File: src/shared/vcrt_pkg.sv
// Constants for the vertical and overflow timing part of a legacy CRT controller.
// Assumes an 8-bit I/O data port reached through the index and data ports.
`default_nettype none
package vcrt_pkg;

    // ----------------------------------------
    // Port addresses
    // ----------------------------------------
    localparam logic [15:0] IDX_PORT_MONO = 16'h03b4;
    localparam logic [15:0] DAT_PORT_MONO = 16'h03b5;
    localparam logic [15:0] IDX_PORT_COLOR = 16'h03d4;
    localparam logic [15:0] DAT_PORT_COLOR = 16'h03d5;

    // ----------------------------------------
    // Register indices
    // ----------------------------------------
    localparam logic [6:0] IDX_HSYNC_START = 7'h04;
    localparam logic [6:0] IDX_HSYNC_END = 7'h05;
    localparam logic [6:0] IDX_VERT_TOTAL = 7'h06;
    localparam logic [6:0] IDX_VERT_OVERFLOW = 7'h07;
    localparam logic [6:0] IDX_PRESET_ROW = 7'h08;
    localparam logic [6:0] IDX_MAX_SCAN = 7'h09;
    localparam logic [6:0] IDX_START_HI = 7'h0c;
    localparam logic [6:0] IDX_START_LO = 7'h0d;
    localparam logic [6:0] IDX_VSYNC_START = 7'h10;
    localparam logic [6:0] IDX_VSYNC_END = 7'h11;
    localparam logic [6:0] IDX_VDISP_END = 7'h12;
    localparam logic [6:0] IDX_VBLANK_START = 7'h15;
    localparam logic [6:0] IDX_LINE_COMPARE = 7'h18;
    localparam logic [6:0] IDX_PROT_LAST = 7'h07;

    // ----------------------------------------
    // Field positions
    // ----------------------------------------
    localparam int OVF_VT8 = 0;
    localparam int OVF_VDE8 = 1;
    localparam int OVF_VSS8 = 2;
    localparam int OVF_VBS8 = 3;
    localparam int OVF_LC8 = 4;
    localparam int OVF_VT9 = 5;
    localparam int OVF_VDE9 = 6;
    localparam int OVF_VSS9 = 7;
    localparam int MSL_VBS9 = 5;
    localparam int MSL_LC9 = 6;
    localparam int MSL_DBL = 7;
    localparam int VSE_PROTECT = 7;
    localparam logic [7:0] OVF_UNPROT_MASK = 8'h10;
    localparam logic [7:0] PRESET_RD_MASK = 8'h7f;
    localparam logic [7:0] INDEX_RD_MASK = 8'h7f;

    // ----------------------------------------
    // Reset values
    // ----------------------------------------
    localparam logic [7:0] RST_HSYNC_END = 8'h00;
    localparam logic [7:0] RST_VERT_TOTAL = 8'h00;
    localparam logic [7:0] RST_OVERFLOW = 8'h00;
    localparam logic [7:0] RST_PRESET = 8'h00;
    localparam logic [7:0] RST_MAX_SCAN = 8'h00;
    localparam logic [7:0] RST_OTHER = 8'h00;

    // ----------------------------------------
    // Pixels per panned byte
    // ----------------------------------------
    localparam logic [4:0] PIX_PER_BYTE_9 = 5'h09;
    localparam logic [4:0] PIX_PER_BYTE_8 = 5'h08;

endpackage

`default_nettype wire

File: src/hw/vcrt_regs.sv
// Indexed register file of the vertical timing controller.
// Assumes I/O strobes are one-cycle pulses synchronous to clk.
`timescale 1ns/100ps
`default_nettype none

module vcrt_regs
(
    input wire logic clk, // System clock
    input wire logic rst_n, // Synchronous reset, active low
    input wire logic color_emul, // Colour emulation address select
    input wire logic [15:0] io_addr, // I/O address
    input wire logic io_wr, // I/O write strobe
    input wire logic io_rd, // I/O read strobe
    input wire logic [7:0] io_wdata, // I/O write data
    output logic [7:0] io_rdata, // Read data, valid cycle after io_rd
    output logic [7:0] hsync_start_reg, // Sync start
    output logic [7:0] hsync_end_reg, // Sync end and delay
    output logic [7:0] vert_total_reg, // Vertical total low
    output logic [7:0] vert_overflow_reg, // Overflow bits
    output logic [7:0] preset_row_scan_reg, // Preset row and byte pan
    output logic [7:0] max_scan_line_reg, // Maximum scan line
    output logic [15:0] start_addr, // Start address
    output logic [7:0] vsync_start_reg, // Vertical sync start low
    output logic [7:0] vsync_end_protect_reg, // Sync end and protect
    output logic [7:0] vert_disp_end_reg, // Display end low
    output logic [7:0] vert_blank_start_reg, // Blank start low
    output logic [7:0] line_compare_reg // Line compare low
);

    typedef struct packed
    {
        logic [6:0] index;
        logic [7:0] hss, hse, vt, ovf, prs, msl, sah, sal, vss, vse, vde, vbs, lc;
        logic [7:0] rdata;
    } vcrt_regs_type;

    vcrt_regs_type r;
    vcrt_regs_type next_r;
    logic [15:0] idx_port;
    logic [15:0] dat_port;
    logic prot;

    // ----------------------------------------
    // Decode and register update
    // ----------------------------------------
    always_comb
    begin
        next_r = r;
        idx_port = color_emul ? vcrt_pkg::IDX_PORT_COLOR : vcrt_pkg::IDX_PORT_MONO;
        dat_port = color_emul ? vcrt_pkg::DAT_PORT_COLOR : vcrt_pkg::DAT_PORT_MONO;
        prot = r.vse[vcrt_pkg::VSE_PROTECT] && (r.index <= vcrt_pkg::IDX_PROT_LAST);
        if (io_wr && io_addr == idx_port)
        begin
            next_r.index = io_wdata[6:0];
        end
        if (io_wr && io_addr == dat_port)
        begin
            unique case (r.index)
                vcrt_pkg::IDX_HSYNC_START: if (!prot) next_r.hss = io_wdata;
                vcrt_pkg::IDX_HSYNC_END: if (!prot) next_r.hse = io_wdata;
                vcrt_pkg::IDX_VERT_TOTAL: if (!prot) next_r.vt = io_wdata;
                vcrt_pkg::IDX_VERT_OVERFLOW:
                begin
                    // Line compare bit 8 stays writable under protection
                    if (prot)
                        next_r.ovf = (r.ovf & ~vcrt_pkg::OVF_UNPROT_MASK)
                            | (io_wdata & vcrt_pkg::OVF_UNPROT_MASK);
                    else
                        next_r.ovf = io_wdata;
                end
                vcrt_pkg::IDX_PRESET_ROW: next_r.prs = io_wdata & vcrt_pkg::PRESET_RD_MASK;
                vcrt_pkg::IDX_MAX_SCAN: next_r.msl = io_wdata;
                vcrt_pkg::IDX_START_HI: next_r.sah = io_wdata;
                vcrt_pkg::IDX_START_LO: next_r.sal = io_wdata;
                vcrt_pkg::IDX_VSYNC_START: next_r.vss = io_wdata;
                vcrt_pkg::IDX_VSYNC_END: next_r.vse = io_wdata;
                vcrt_pkg::IDX_VDISP_END: next_r.vde = io_wdata;
                vcrt_pkg::IDX_VBLANK_START: next_r.vbs = io_wdata;
                vcrt_pkg::IDX_LINE_COMPARE: next_r.lc = io_wdata;
                default: ;
            endcase
        end
        if (io_rd)
        begin
            next_r.rdata = 8'h00;
            if (io_addr == idx_port)
                next_r.rdata = {1'b0, r.index};
            else if (io_addr == dat_port)
            begin
                unique case (r.index)
                    vcrt_pkg::IDX_HSYNC_START: next_r.rdata = r.hss;
                    vcrt_pkg::IDX_HSYNC_END: next_r.rdata = r.hse;
                    vcrt_pkg::IDX_VERT_TOTAL: next_r.rdata = r.vt;
                    vcrt_pkg::IDX_VERT_OVERFLOW: next_r.rdata = r.ovf;
                    vcrt_pkg::IDX_PRESET_ROW: next_r.rdata = r.prs & vcrt_pkg::PRESET_RD_MASK;
                    vcrt_pkg::IDX_MAX_SCAN: next_r.rdata = r.msl;
                    vcrt_pkg::IDX_START_HI: next_r.rdata = r.sah;
                    vcrt_pkg::IDX_START_LO: next_r.rdata = r.sal;
                    vcrt_pkg::IDX_VSYNC_START: next_r.rdata = r.vss;
                    vcrt_pkg::IDX_VSYNC_END: next_r.rdata = r.vse;
                    vcrt_pkg::IDX_VDISP_END: next_r.rdata = r.vde;
                    vcrt_pkg::IDX_VBLANK_START: next_r.rdata = r.vbs;
                    vcrt_pkg::IDX_LINE_COMPARE: next_r.rdata = r.lc;
                    default: next_r.rdata = 8'h00;
                endcase
            end
        end
    end

    always_ff @(posedge clk)
    begin
        if (!rst_n)
        begin
            r <= '0;
            r.hse <= vcrt_pkg::RST_HSYNC_END;
            r.vt <= vcrt_pkg::RST_VERT_TOTAL;
            r.ovf <= vcrt_pkg::RST_OVERFLOW;
            r.prs <= vcrt_pkg::RST_PRESET;
            r.msl <= vcrt_pkg::RST_MAX_SCAN;
        end
        else
        begin
            r <= next_r;
        end
    end

    assign io_rdata = r.rdata;
    assign hsync_start_reg = r.hss;
    assign hsync_end_reg = r.hse;
    assign vert_total_reg = r.vt;
    assign vert_overflow_reg = r.ovf;
    assign preset_row_scan_reg = r.prs;
    assign max_scan_line_reg = r.msl;
    assign start_addr = {r.sah, r.sal};
    assign vsync_start_reg = r.vss;
    assign vsync_end_protect_reg = r.vse;
    assign vert_disp_end_reg = r.vde;
    assign vert_blank_start_reg = r.vbs;
    assign line_compare_reg = r.lc;

endmodule

`default_nettype wire

File: src/hw/vcrt_top.sv
// Vertical timing, overflow assembly, split screen and byte panning of a CRT controller.
// Assumes the horizontal block supplies the character count, char enable and line end.
//
// Notes on behaviour
// - Horizontal retrace drops when count low five match, vertical when line low four match
// - Vertical total built from ten assembled bits
// - Display end built from ten assembled bits
// - Sync start built from ten assembled bits
// - Blank start uses max scan bit nine
// - Address counter restarts at line compare
// - Lines after split fetch from byte zero
// - First active line is numbered zero
// - Protection covers total and most overflow
// - Byte pan shifts by eight or nine
// - Nine dot disable forces eight pixel shift
// - Panning applies in text and graphics
// - Preset row bit seven reads zero
// - Protect bit blocks protected timing writes
// - Index port selects data port register
// - Top row starts at preset scan line
`timescale 1ns/100ps
`default_nettype none

module vcrt_top
(
    input wire logic clk, // System clock, 200 MHz
    input wire logic rst_n, // Synchronous reset, active low
    input wire logic color_emul, // Colour emulation address select
    input wire logic [15:0] io_addr, // I/O address
    input wire logic io_wr, // I/O write strobe
    input wire logic io_rd, // I/O read strobe
    input wire logic [7:0] io_wdata, // I/O write data
    output logic [7:0] io_rdata, // I/O read data
    input wire logic char_en, // Character clock enable pulse
    input wire logic [7:0] h_count, // Horizontal character count
    input wire logic line_end, // Last character of a line, pulse
    input wire logic text_mode, // Text mode selected
    input wire logic nine_dot, // Nine pixel character box
    input wire logic nine_dot_disable, // Nine dot disable control
    output logic hretrace, // Horizontal retrace
    output logic vretrace, // Vertical retrace
    output logic vdisp_en, // Vertical display enable
    output logic vblank, // Vertical blanking
    output logic [9:0] scan_line, // Current scan line
    output logic [4:0] row_scan, // Row scan within character box
    output logic [15:0] row_start_addr, // Memory address counter start
    output logic addr_restart, // Address counter restarted, pulse
    output logic split_active, // Lower split screen part
    output logic [4:0] pan_pixels // Byte panning shift in pixels
);

    typedef struct packed
    {
        logic [9:0] line;
        logic [4:0] row;
        logic dbl_phase;
        logic hret;
        logic vret;
        logic vde;
        logic vbl;
        logic [15:0] base;
        logic restart;
        logic split;
        logic [4:0] pan;
    } vcrt_state_type;

    vcrt_state_type s;
    vcrt_state_type next_s;

    logic [7:0] hss;
    logic [7:0] hse;
    logic [7:0] vt_lo;
    logic [7:0] ovf;
    logic [7:0] prs;
    logic [7:0] msl;
    logic [15:0] start_addr;
    logic [7:0] vss_lo;
    logic [7:0] vse;
    logic [7:0] vde_lo;
    logic [7:0] vbs_lo;
    logic [7:0] lc_lo;
    logic [9:0] vert_total;
    logic [9:0] vert_disp_end;
    logic [9:0] vsync_start;
    logic [9:0] vblank_start;
    logic [9:0] line_compare;
    logic [9:0] line_next;
    logic wrap;
    logic row_step;

    // ----------------------------------------
    // Register file
    // ----------------------------------------
    vcrt_regs u_regs
    (
        .clk(clk),
        .rst_n(rst_n),
        .color_emul(color_emul),
        .io_addr(io_addr),
        .io_wr(io_wr),
        .io_rd(io_rd),
        .io_wdata(io_wdata),
        .io_rdata(io_rdata),
        .hsync_start_reg(hss),
        .hsync_end_reg(hse),
        .vert_total_reg(vt_lo),
        .vert_overflow_reg(ovf),
        .preset_row_scan_reg(prs),
        .max_scan_line_reg(msl),
        .start_addr(start_addr),
        .vsync_start_reg(vss_lo),
        .vsync_end_protect_reg(vse),
        .vert_disp_end_reg(vde_lo),
        .vert_blank_start_reg(vbs_lo),
        .line_compare_reg(lc_lo)
    );

    // ----------------------------------------
    // Ten-bit compare values
    // ----------------------------------------
    assign vert_total = {ovf[vcrt_pkg::OVF_VT9], ovf[vcrt_pkg::OVF_VT8], vt_lo};
    assign vert_disp_end = {ovf[vcrt_pkg::OVF_VDE9], ovf[vcrt_pkg::OVF_VDE8], vde_lo};
    assign vsync_start = {ovf[vcrt_pkg::OVF_VSS9], ovf[vcrt_pkg::OVF_VSS8], vss_lo};
    assign vblank_start = {msl[vcrt_pkg::MSL_VBS9], ovf[vcrt_pkg::OVF_VBS8], vbs_lo};
    assign line_compare = {msl[vcrt_pkg::MSL_LC9], ovf[vcrt_pkg::OVF_LC8], lc_lo};

    // ----------------------------------------
    // Next state
    // ----------------------------------------
    always_comb
    begin
        next_s = s;
        next_s.restart = 1'b0;
        // Frame holds total plus two lines, numbered from zero
        wrap = (s.line == 10'(vert_total + 10'h001));
        line_next = wrap ? 10'h000 : 10'(s.line + 10'h001);
        row_step = !msl[vcrt_pkg::MSL_DBL] || s.dbl_phase;

        if (char_en)
        begin
            // Start wins if both compares hit in one character
            if (h_count == hss)
                next_s.hret = 1'b1;
            else if (h_count[4:0] == hse[4:0])
                next_s.hret = 1'b0;
        end

        if (line_end)
        begin
            next_s.line = line_next;
            if (wrap)
            begin
                next_s.row = prs[4:0];
                next_s.dbl_phase = 1'b0;
                next_s.base = start_addr;
                next_s.split = 1'b0;
                next_s.restart = 1'b1;
            end
            else
            begin
                next_s.dbl_phase = !s.dbl_phase;
                if (row_step)
                    next_s.row = (s.row == msl[4:0]) ? 5'h00 : 5'(s.row + 5'h01);
            end
            if (line_next == line_compare)
            begin
                next_s.base = 16'h0000;
                next_s.row = 5'h00;
                next_s.dbl_phase = 1'b0;
                next_s.split = 1'b1;
                next_s.restart = 1'b1;
            end
        end

        next_s.vde = (s.line <= vert_disp_end);
        next_s.vbl = (s.line >= vblank_start);
        if (s.line == vsync_start)
            next_s.vret = 1'b1;
        else if (s.line[3:0] == vse[3:0])
            next_s.vret = 1'b0;

        // Nine pixel shift only in text mode with nine dot box and no disable, else eight
        unique case (prs[6:5])
            2'b00: next_s.pan = 5'h00;
            2'b01: next_s.pan = pix_per_byte(nine_dot, nine_dot_disable, text_mode);
            2'b10: next_s.pan = 5'(pix_per_byte(nine_dot, nine_dot_disable, text_mode) << 1);
            2'b11: next_s.pan = 5'(pix_per_byte(nine_dot, nine_dot_disable, text_mode) * 3);
        endcase
    end

    // ----------------------------------------
    // Pixels per panned byte
    // ----------------------------------------
    function automatic logic [4:0] pix_per_byte(input logic nine, input logic disable9,
                                                input logic text);
        if (nine && text && !disable9)
            return vcrt_pkg::PIX_PER_BYTE_9;
        else
            return vcrt_pkg::PIX_PER_BYTE_8;
    endfunction

    always_ff @(posedge clk)
    begin
        if (!rst_n)
            s <= '0;
        else
            s <= next_s;
    end

    assign hretrace = s.hret;
    assign vretrace = s.vret;
    assign vdisp_en = s.vde;
    assign vblank = s.vbl;
    assign scan_line = s.line;
    assign row_scan = s.row;
    assign row_start_addr = s.base;
    assign addr_restart = s.restart;
    assign split_active = s.split;
    assign pan_pixels = s.pan;

endmodule

`default_nettype wire

File: config.mk
export PLATFORM = sky130hd
export DESIGN_NAME = vcrt_top
export DESIGN_NICKNAME = d
export VERILOG_FILES = /design/src/shared/vcrt_pkg.sv /design/src/hw/vcrt_regs.sv /design/src/hw/vcrt_top.sv
export SDC_FILE = /design/constraint.sdc
export NUM_CORES = 1
export LEC_CHECK = 0
export BUFFER_PORTS_ARGS = -buffer_cell sky130_fd_sc_hd__clkbuf_2
export CAP_MARGIN = 10
export CORE_UTILIZATION = 54
export DETAILED_ROUTE_END_ITERATION = 10
export PLACE_DENSITY_LB_ADDON = 0.3
export SYNTH_ARGS = -nofsm -noshare
export SYNTH_HDL_FRONTEND = slang
export SYNTH_SLANG_ARGS = --single-unit
File: constraint.sdc
create_clock -name clk -period 3.1 [get_ports clk]
set_input_delay 0.465 -clock clk [delete_from_list [all_inputs] [get_ports clk]]
set_output_delay 0.465 -clock clk [all_outputs]
set_load 0.02 [all_outputs]
# Yosys cells after proc, flatten, opt, wreduce, memory -nomap -nowiden
# Index checks and enable logic that the tools add are counted.
# Widths: inputs -> output; s select.
# word_totals
register_bits	161
input_bits	42
output_inout_bits	50
wordCells	111
# classes
n_addsub	3
multipliers	1
magnitude_cmp	3
n_eq_ne	25
muxes	20
bitwise_logic	2
reduce_logical	31
# op_table
operator	count
$pmux 8 s13	1
$mux 18	2
$eq 7x5->1 const B	5
$eq 16x16->1	2
$eq 10x10->1	3
$eq 7x3->1 const B	4
$eq 7x4->1 const B	4
$reduce_and 2->1	14
$mux 8	3
$add 10x1->10 const B	2
$pmux 5 s4	1
$mux 5	3
$mux 7	2
$mux 6	2
$eq 5x5->1	2
$ge 10x10->1	1
$le 10x10->1	1
$mux 10	1
$reduce_and 3->1	3
$eq 8x8->1	1
$or 8x5->8	1
$le 7x3->1 const B	1
$reduce_bool 2->1	3
$add 5x1->5 const B	1
other kinds (11)	22

# Depth between registers and ports, before layout
# Gate-level depths: netlist of run 1.
# depth
depth_word	6
depth_mapped	12
ltp_nobuf	11

# Cells and area by module
# A second synthesis of run 1 with hierarchy kept.
# hier_totals
cells_unflattened	1215
hier_area_um2	10000.8
# by_module_without_submodules
mod	n_inst	cells_each	area_each_um2	seq_area_each_um2
vcrt_regs	1	750	6237.2	2362.3
vcrt_top	1	465	3763.6	840.8

# Worst setup path before layout of run 1
# Ideal clock, no wire load.
# synth_timing
path_type	flip-flop to flip-flop
from	register u_regs.r (netlist bit u_regs.vert_total_reg[0])
to	register s (netlist bit row_start_addr[9])
setup_time_ns	0.117
arrival_ns	3.015
required_ns	2.983
setup_slack_ns	-0.031
stages_incl_launch_ff	12
n_path_buf	1
period_less_slack_ns	3.131
cell_sequence	dfxtp_1 ha_1 and2_1 nor2b_1 o31a_1 o211a_1 and3_4 or4_1 a211o_1 a31o_4 buf_6 a22o_1
# synth_between
elab_chain_cells	6
word_cells_on_any_way	7
cone_classes	add/sub: 1; eq/ne: 2; mux: 2; reduce/logical: 2
# synth_rtl
item	line_no	rtl
from (decl)	vcrt_regs.sv:37	vcrt_regs_type r;
from (signal assigned)	vcrt_regs.sv:123	r <= next_r;
$add 10x1->10 *	vcrt_top.sv:135	wrap = (s.line == 10'(vert_total + 10'h001));
$eq 10x10->1 *	vcrt_top.sv:135	
$mux 10	vcrt_top.sv:136	line_next = wrap ? 10'h000 : 10'(s.line + 10'h001);
$eq 10x10->1	vcrt_top.sv:165	if (line_next == line_compare)
$reduce_bool 2->1 (no source line)	--	
$reduce_and 2->1 (no source line)	--	
to (signal assigned)	vcrt_top.sv:207	s <= next_s;
to (decl)	vcrt_top.sv:67	vcrt_state_type s;
# Mark *: on every way between the ends. The rest lies on a longest branch, timed or not.
# A chain may end at the register's enable or synchronous reset.

# Final worst setup path of run 1
# layout_timing
from	register u_regs.r (netlist bit u_regs.vert_total_reg[0])
to	register s (netlist bit row_start_addr[8])
# Same word-level chain as after synthesis.

==> metrics, run 1 <==
Mapped Area=8560 sq um; CP Launch Type=flop; vias in the first global route=7,107; clk slew on worst S/H paths=0.07 ns; Fin Clk Skew=0.00718 ns; Comb power frac=7.1%; slew at the pin closest to its max-slew limit=0.567 ns; hpwl dp=17.2 mm; status=complete, no violations; Yosys top cell by area=dfxtp_1; final hold viol count=0; cts bufs inserted=17; vias after detailed routing=7,987; Filler cells=1,369; Hold Crit Class=in -> reg; Port Buffers=90; CP endpoint kind=flop; Placer Congestion=0.917; Int Power=3.37 mW; clk_lat worst skew=0.44 ns; post-synthesis sequential area ratio=37.4%; crit-path max FO=8; Nets=1,175; Worst Setup EP=row_start_addr[8]; Leak=3.77 nW; Syn Nets=1,144; Die Span X=128 um; distinct cell type count after synthesis=64; crit path DAT=3.39 ns; ranking of synthesized cells by area=dfxtp_1 37%, nand2_1 9.6%, a21oi_1 7.5%; Clock power frac=47.9%; Root Buffer=clkbuf_16; Hold Path Stages=3; Final setup viols=0; Initial Utilization=55.9%; max-cap violations=0; Worst setup startpoint=u_regs.vert_total_reg[0]; predominant post-synthesis flop cell=dfxtp_1; ANT cells=0; switching share of power=27.4%; R2R Setup Slk=0.05 ns; Flop pwr share=45.0%; GR Util All Layers=30.4%; async set-reset flop share out of synthesis=0%; R2R depth=10; antenna viol nets, final=0; largest net degree at the start of global routing=69; crit share post-route=98.5%; Syn. warnings=0; Seq cells post-synth=160; WL final=24.8 mm; Syn Area/Cell=7.94 sq um; layout cells sized above 1=16.5%; IO Pins=92; Final Critical Period=3.05 ns; Synth Instances=1,079; Post-Layout Cell Count=1,334; Worst Path Required=3.43 ns; post-route cell area=9670 sq um; first-pass GRT wire length=38.4 mm; Pre-antenna DRT Iters=6; Site Rows=45; Yosys top cell area share=37.4%; Worst VDD drop=0.428 mV; WL/cell=18.6 um; CTS tree=yes; Pwr Density=480 nW/um^2; Sw Pwr=1.27 mW; htree depth=4; dpl cells=1,300; area grow syn2layout=12.9%; vias per cell=5.99; Iteration-0 DRC Markers=895; CTS sink cnt=160; worst r2r src=u_regs.vert_total_reg[0]; Core ar.=15,300 sq um; Slew HR=62.2%; EDFF count, synth=0; DIE AREA=16,400 sq um; DP Area=8950 sq um; gr ovfl total=0; worst reg2reg endpoint=row_start_addr[8]; clk buf depth=2; initial antenna violation count=0; drc violations=0; highest clock rate=328 MHz; Pins Over Slew Limit=0; chip height=128 um; CP Class=reg -> reg
[power by group through the flow]
stage | Clock [mW] | Sequential (mW) | Combinational [mW]
global placement | 0 | 2.13 | 0.301
finish | 2.22 | 2.09 | 0.327
CTS | 2.23 | 2.09 | 0.306
floorplan | 0 | 2.14 | 0.198
global route | 2.33 | 2.09 | 0.349
detailed placement | 0 | 2.14 | 0.303
[through the flow]
step / hold WS [ns] / util, % / total power [mW] / worst slack [ns] / setup TNS (ns)
after global routing: 0.334 / 63.1 / 4.77 / -0.0149 / -0.0503
after floorplan: 0.431 / - / 2.34 / 0.00381 / 0
final: 0.302 / 63.1 / 4.64 / 0.0473 / 0
after detailed placement: 0.446 / 58.5 / 2.44 / 0.0186 / 0
after CTS: 0.306 / 62.6 / 4.62 / 0.00419 / 0
after global placement: 0.439 / 58.5 / 2.44 / 0.0658 / 0
[synthesized netlist by cell type, drive strengths merged, types with 5 or more instances]
| master | count |
|---|---|
| a211oi | 13 |
| a21oi | 128 |
| a221oi | 9 |
| a22o | 19 |
| a22oi | 24 |
| a31oi | 11 |
| and2 | 14 |
| and3 | 23 |
| buf | 50 |
| clkbuf | 67 |
| dfxtp | 160 |
| ha | 23 |
| inv | 25 |
| mux2i | 34 |
| nand2 | 218 |
| nand2b | 5 |
| nand3 | 22 |
| nand3b | 5 |
| nand4 | 12 |
| nor2 | 53 |
| nor2b | 8 |
| nor3 | 18 |
| nor3b | 6 |
| nor4 | 8 |
| o21ai | 19 |
| o22ai | 8 |
| xnor2 | 22 |
| xor2 | 33 |
[critical path, cell delays in order, from the launching register on]
cell and delay, ns:
dfxtp_1 0.32, ha_2 0.20, and2_4 0.17, nor2b_1 0.12, o31a_1 0.27, o211a_1 0.22, and3_4 0.17, or4_4 0.53
a211o_4 0.40, a31o_4 0.28, a22o_1 0.24
[placed cells by master, fill, tap and decap left out, drive strengths merged, types with 3 or more instances in the layout]
master / instances
nand2: 218
dfxtp: 160
a21oi: 128
clkbuf: 107
nor2: 53
buf: 38
mux2i: 34
xor2: 33
inv: 33
a22oi: 24
and3: 23
ha: 23
xnor2: 22
nand3: 22
a22o: 19
o21ai: 19
nor3: 18
and2: 14
a211oi: 13
nand4: 12
a31oi: 11
a221oi: 9
nor2b: 8
o22ai: 8
nor4: 8
nor3b: 6
clkinv: 6
nand2b: 5
nand3b: 5
mux2: 3
o21a: 3
a21o: 3
a31o: 3
[per-layer routing]
metal  global-route usage [%]  up-vias  routed length (um)
li1                         -     3786                   -
met1                     42.7     3758               10500
met2                     48.0      387               11400
met3                     5.13       56                2180
met4                     8.86        0                 734
met5                        0        -                   0
[logic make-up (layout without fill, tap and decap cells)]
group,count (synthesis),in the layout,share of synthesized area [%]
simple gates,402,402,21.4
compound gates,257,258,18.8
flops,160,160,37.4
buf+inv,142,185,8.31
xor+xnor,57,57,6.24
mux,37,37,4.37
fa+ha+maj,23,23,3.36
other cells,1,1,0.0438
[final cells by class]
cell class,instances,area [sq um],share of cell area (%)
clock inverter,15,208,2.15
inverter,25,96.3,0.997
timing repair buffer,128,748,7.74
multi-input combinational,778,4720,48.8
clock buffer,17,425,4.40
tap,211,264,2.73
sequential,160,3210,33.2
[worst min-delay path by stage]
stage / from / endpoint / slack (ns)
2_1_floorplan: u_regs.vsync_end_protect_reg[4] / u_regs.vsync_end_protect_reg[4] / 0.43
3_3_place_gp: u_regs.hsync_end_reg[7] / u_regs.hsync_end_reg[7] / 0.44
3_5_place_dp: u_regs.vsync_end_protect_reg[6] / u_regs.vsync_end_protect_reg[6] / 0.45
4_1_cts: char_en / hretrace / 0.31
5_1_grt: char_en / hretrace / 0.33
6_report: char_en / hretrace / 0.30
[what timing repair did]
| action | in CTS | in global routing |
|---|---|---|
| endpoints found under the setup margin | 0 | 16 |
| hold buffers | 0 | 0 |
| buffers inserted | 0 | 1 |
| resized for setup | 0 | 15 |
(Power assumes the default switching activity.)
==> run 2: changes to the inputs <==
--- a/config.mk
+++ b/config.mk
@@ -8,8 +8,9 @@
 export BUFFER_PORTS_ARGS = -buffer_cell sky130_fd_sc_hd__clkbuf_2
 export CAP_MARGIN = 10
 export CORE_UTILIZATION = 54
+export CTS_CLUSTER_SIZE = 28
 export DETAILED_ROUTE_END_ITERATION = 10
-export PLACE_DENSITY_LB_ADDON = 0.3
+export PLACE_DENSITY_LB_ADDON = 0.1
 export SYNTH_ARGS = -nofsm -noshare
 export SYNTH_HDL_FRONTEND = slang
 export SYNTH_SLANG_ARGS = --single-unit
==> metrics, run 2 (same netlist as run 1, synthesis figures left out) <==
status=complete, no violations; Pre-antenna DRT Iters=5 (-1); Worst VDD drop=0.389 mV (-9.1%); R2R Setup Slk=0.09 ns (+0.04 ns); Fin Clk Skew=0.00937 ns (+0.00219 ns); chip height=128 um (unchanged); Hold Crit Start=char_en; vias in the first global route=7,101 (-0.084%); vias per cell=5.94 (-0.81%); clk buf depth=2 (unchanged); Initial Utilization=55.9% (unchanged); crit share post-route=97.1% (-1.4 points); R2R depth=10 (unchanged); Worst Hold End=hretrace; drc violations=0 (unchanged); clk_lat worst skew=0.44 ns (about the same); Filler cells=1,398 (+2.1%); WL/cell=18.7 um (+0.44%); Site Rows=45 (unchanged); slew at the pin closest to its max-slew limit=0.562 ns (-0.00432 ns); CTS Hold Bufs=0 (unchanged); Total Power=4.45 mW (-4.1%); Hold Path Stages=3 (unchanged); antenna viol nets, final=0 (unchanged); gr ovfl total=0 (unchanged); highest clock rate=332 MHz (+1.4%); CTS tree=yes; post-route cell area=9610 sq um (-0.63%); DP Area=8960 sq um (about the same); final hold viol count=0 (unchanged); Nets=1,175 (unchanged); Place WS=0.0378 ns (+0.0191 ns); Pwr Density=463 nW/um^2 (-3.5%); CTS sink cnt=160 (unchanged); Root Buffer=clkbuf_16; final design utilization=62.7% (-0.40 points); GR Util All Layers=30.9% (+0.47 points); Die Span X=128 um (unchanged); ANT cells=0 (unchanged); WL final=24.9 mm (+0.44%); CP Launch Type=flop; htree depth=4 (unchanged); dpl cells=1,301 (+0.077%); Hold Crit Class=in -> reg; Iteration-0 DRC Markers=930 (+3.9%); Final setup viols=0 (unchanged); Slew HR=62.5% (+0.29 points); vias after detailed routing=7,922 (-0.81%); CP endpoint kind=flop; first-pass GRT wire length=38.7 mm (+0.68%); Worst Path Required=3.43 ns (about the same); area grow syn2layout=12.2%; post-CTS setup buffers=0 (unchanged); commonest non-fill, non-tap cell in the layout=nand2_1; worst reg2reg endpoint=row_start_addr[9]; Pins Over Slew Limit=0 (unchanged); clk slew on worst S/H paths=0.07 ns (about the same); hpwl dp=17.5 mm (+1.4%); CTS resizes=0 (unchanged); cts bufs inserted=17 (unchanged); largest net degree at the start of global routing=72 (+4.3%); WHS=0.301 ns (-0.00128 ns); fin worst setup slack=0.0905 ns (+0.0432 ns); max-cap violations=0 (unchanged); IO Pins=92 (unchanged); crit path DAT=3.34 ns (-0.05 ns); DIE AREA=16,400 sq um (unchanged); setup_tns=0 ns (unchanged); worst r2r src=u_regs.vert_total_reg[0]; Final Critical Period=3.01 ns (-0.0432 ns); initial antenna violation count=0 (unchanged); Post-Layout Cell Count=1,334 (unchanged); CP Class=reg -> reg; Port Buffers=90 (unchanged); crit-path max FO=8 (unchanged); Leak=3.75 nW (-0.55%); Placer Congestion=0.916 (-0.15%); layout cells sized above 1=16.4% (-0.089 points); most frequent cells in the layout=218 x nand2_1, 157 x dfxtp_1, 128 x a21oi_1; Core ar.=15,300 sq um (unchanged)
run 2: changes by cell type in the layout (fill, tap and decap cells not counted), moves of 2 or more:
cell / change
clkinv_2: +2
inv_8: -3
clkinv_8: -3
inv_6: +6
run 2: report_power, final:
part	switching (mW)	internal, mW	total [mW]	leakage, nW
combinational	0.213	0.111	0.324	2.17
sequential	0.0145	2.07	2.09	1.29
clock	0.950	1.09	2.04	0.287
run 2: cell type report:
| type | instances | area (sq um) | share of cell area, % |
|---|---|---|---|
| Clock buffer | 18 | 439 | 4.57 |
| Multi-Input combinational cell | 778 | 4720 | 49.1 |
| Inverter | 25 | 96.3 | 1.00 |
| Clock inverter | 14 | 133 | 1.38 |
| Tap cell | 211 | 264 | 2.75 |
| Sequential cell | 160 | 3210 | 33.4 |
| Timing Repair Buffer | 128 | 752 | 7.83 |
run 2: worst max-delay path by stage:
stage / startpoint / to / slack [ns]
after floorplan: u_regs.vert_total_reg[0] / row_start_addr[9] / 0.004
after global placement: u_regs.vert_total_reg[0] / row_start_addr[12] / 0.07
after detailed placement: u_regs.vert_total_reg[0] / row_start_addr[9] / 0.04
after CTS: u_regs.vert_total_reg[0] / row_start_addr[9] / 0.03
after global routing: scan_line[0] / row_start_addr[7] / -0.008
final: u_regs.vert_total_reg[0] / row_start_addr[9] / 0.09
run 2: worst max-delay path, stage by stage (launching register included):
cell and delay (ns):
dfxtp_1 0.32, ha_2 0.19, and2_4 0.17, nor2b_1 0.12, o31a_1 0.27, o211a_1 0.22, and3_4 0.16, or4_4 0.53
a211o_4 0.40, a31o_4 0.29, a22o_1 0.23
run 2: per-layer routing:
layer  global-route usage (%)  part of all wire [%]  up-vias
li1                         -                     -     3788
met1                     43.5                    44     3716
met2                     46.9                    44      361
met3                     6.68                   8.8       57
met4                     10.2                   2.8        0
met5                        0                     0        -
==> run 3: changes to the inputs <==
--- a/config.mk
+++ b/config.mk
@@ -7,10 +7,12 @@
 export LEC_CHECK = 0
 export BUFFER_PORTS_ARGS = -buffer_cell sky130_fd_sc_hd__clkbuf_2
 export CAP_MARGIN = 10
-export CORE_UTILIZATION = 54
+export CORE_MARGIN = 3
+export CORE_UTILIZATION = 55
 export CTS_CLUSTER_SIZE = 28
 export DETAILED_ROUTE_END_ITERATION = 10
 export PLACE_DENSITY_LB_ADDON = 0.1
 export SYNTH_ARGS = -nofsm -noshare
 export SYNTH_HDL_FRONTEND = slang
+export SYNTH_HIERARCHICAL = 1
 export SYNTH_SLANG_ARGS = --single-unit
==> metrics, run 3 <==
post-route cell area=10,300 sq um (+6.8%); largest net degree at the start of global routing=93 (+29%); Root Buffer=clkbuf_16; commonest non-fill, non-tap cell in the layout=dfxtp_1; hpwl dp=21.4 mm (+22%); R2R depth=9 (-1); Int Power=3.49 mW (+6.8%); CP peak stage delay=0.54 ns (about the same); DIE AREA=19,700 sq um (+20%); Pre-antenna DRT Iters=6 (+1); status=complete, no violations; clk_lat worst skew=0.43 ns (about the same); CP max-delay cell=or4_1; first-pass GRT wire length=46.3 mm (+20%); Final setup viols=0 (unchanged); Hold Path Stages=3 (unchanged); vias per cell=6.27 (+5.7%); DP Area=9610 sq um (+7.3%); Die Span X=140 um (+9.8%); clk buf depth=2 (unchanged); Syn. warnings=6 (+6); CP Launch Type=flop; WHS=0.286 ns (-0.0144 ns); crit-path max FO=8 (unchanged); clk slew on worst S/H paths=0.07 ns (about the same); CP bufs+invs=1 (+1); ANT cells=0 (unchanged); Syn Area/Cell=8.24 sq um (+3.8%); Flop pwr share=45.2% (-1.7 points); switching share of power=24.4% (-2.1 points); Pins Over Slew Limit=0 (unchanged); Final Critical Period=2.87 ns (-0.140 ns); Initial Utilization=56.9% (+0.94 points); Syn Nets=1,271 (+11%); IO Pins=92 (unchanged); Site Rows=48 (+6.7%); Slew HR=43.3% (-19 points); Comb power frac=7.3% (about the same); Hold Crit Start=io_wdata[7]; gr ovfl total=0 (unchanged); Worst setup startpoint=u_regs/vert_total_reg[2]; antenna viol nets, final=0 (unchanged); vias in the first global route=7,770 (+9.4%); Mapped Area=9940 sq um (+16%); RSZ-0062 raised after global routing=false; drc violations=0 (unchanged); CTS sink cnt=160 (unchanged); area grow syn2layout=3.26%; slew at the pin closest to its max-slew limit=0.850 ns (+0.288 ns); Nets=1,199 (+2.0%); crit share post-route=92.6% (-4.5 points); CTS Hold Bufs=0 (unchanged); worst r2r src=u_regs/vert_total_reg[2]; Total Power=4.62 mW (+3.8%); CTS tree=yes; highest clock rate=348 MHz (+4.9%); GR Util All Layers=30.0% (-0.90 points); CP Class=reg -> reg; CP endpoint kind=flop; layout cells sized above 1=17.9% (+1.5 points); Worst VDD drop=0.380 mV (-2.3%); Placer Congestion=0.995 (+8.7%); cts bufs inserted=17 (unchanged); chip height=140 um (+9.8%); Synth Instances=1,206 (+12%); htree depth=4 (unchanged); initial antenna violation count=0 (unchanged); Core ar.=17,500 sq um (+14%); crit path cell chain=nand3_4, or4_1, nand2_1, nor2_1, a2111oi_1, buf_4, mux2i_2, o31ai_4, a311oi_1; Port Buffers=90 (unchanged); Filler cells=1,601 (+15%); WL/cell=21.9 um (+17%); Fin Clk Skew=0.0137 ns (+0.00430 ns); WL final=30.1 mm (+21%); Leak=3.85 nW (+2.6%); crit path DAT=3.20 ns (-0.14 ns); Hold Crit Class=in -> reg; Iteration-0 DRC Markers=866 (-6.9%); max-cap violations=0 (unchanged); Clock power frac=47.4% (+1.6 points); vias after detailed routing=8,609 (+8.7%); Worst Path Required=3.43 ns (about the same); Sw Pwr=1.12 mW (-4.5%); Pwr Density=450 nW/um^2 (-2.8%); cell family with most CP delay=compound AO/OA/AOI/OAI gates; most frequent cells in the layout=160 x dfxtp_1, 144 x nand3_1, 100 x o21ai_1; final hold viol count=0 (unchanged); Crit. path cell count=9 (-1); setup_tns=0 ns (unchanged)
==> run 3: per-stage QoR <==
stage	instances	utilization, %	setup WS (ns)
finish	1372	58.7	0.231
global route	1372	58.7	0.0706
CTS	1371	58.5	0.206
detailed placement	1339	55.0	0.228
global placement	1339	55.0	0.295
floorplan	1206	-	0.278
==> run 3: per-layer routing <==
metal  GRT usage, %  up-vias  wire, um
li1               -     4069         -
met1           42.3     4071     13500
met2           44.7      386     13000
met3           6.32       83      2380
met4           12.1        0      1220
met5              0        -         0
==> run 3: final timing paths <==
path                                      to  slack [ns]
max                              row_scan[0]        0.23
min           u_regs/vert_blank_start_reg[7]        0.29
max reg2reg                      row_scan[0]        0.23
min reg2reg  u_regs/vsync_end_protect_reg[4]        0.47
==> run 3: layout make-up <==
class	count	area, sq um	share of cell area [%]
Clock buffer	23	498	4.85
Clock inverter	9	116	1.13
Inverter	28	105	1.02
Multi-Input combinational cell	785	5180	50.4
Sequential cell	160	3200	31.2
Tap cell	225	282	2.74
Timing Repair Buffer	142	881	8.58
==> run 3: power groups by stage <==
| stage | Clock (mW) | Combinational (mW) | Sequential (mW) |
|---|---|---|---|
| after floorplan | 0 | 0.205 | 2.14 |
| after global placement | 0 | 0.329 | 2.13 |
| after detailed placement | 0 | 0.331 | 2.13 |
| after CTS | 2.21 | 0.333 | 2.09 |
| after global routing | 2.29 | 0.362 | 2.09 |
| final | 2.19 | 0.339 | 2.09 |
==> run 3: repair_timing <==
action                     CTS  global route
setup buffers                0             1
setup endpoints to repair    0            17
resized for setup            0             2
==> run 3: worst reg2reg max path, stage by stage, from the launching register on <==
cell       delay (ns)
dfxtp_1          0.51
nand3_4          0.17
or4_1            0.54
nand2_1          0.10
nor2_1           0.05
a2111oi_1        0.52
buf_4            0.22
mux2i_2          0.31
o31ai_4          0.11
a311oi_1         0.26
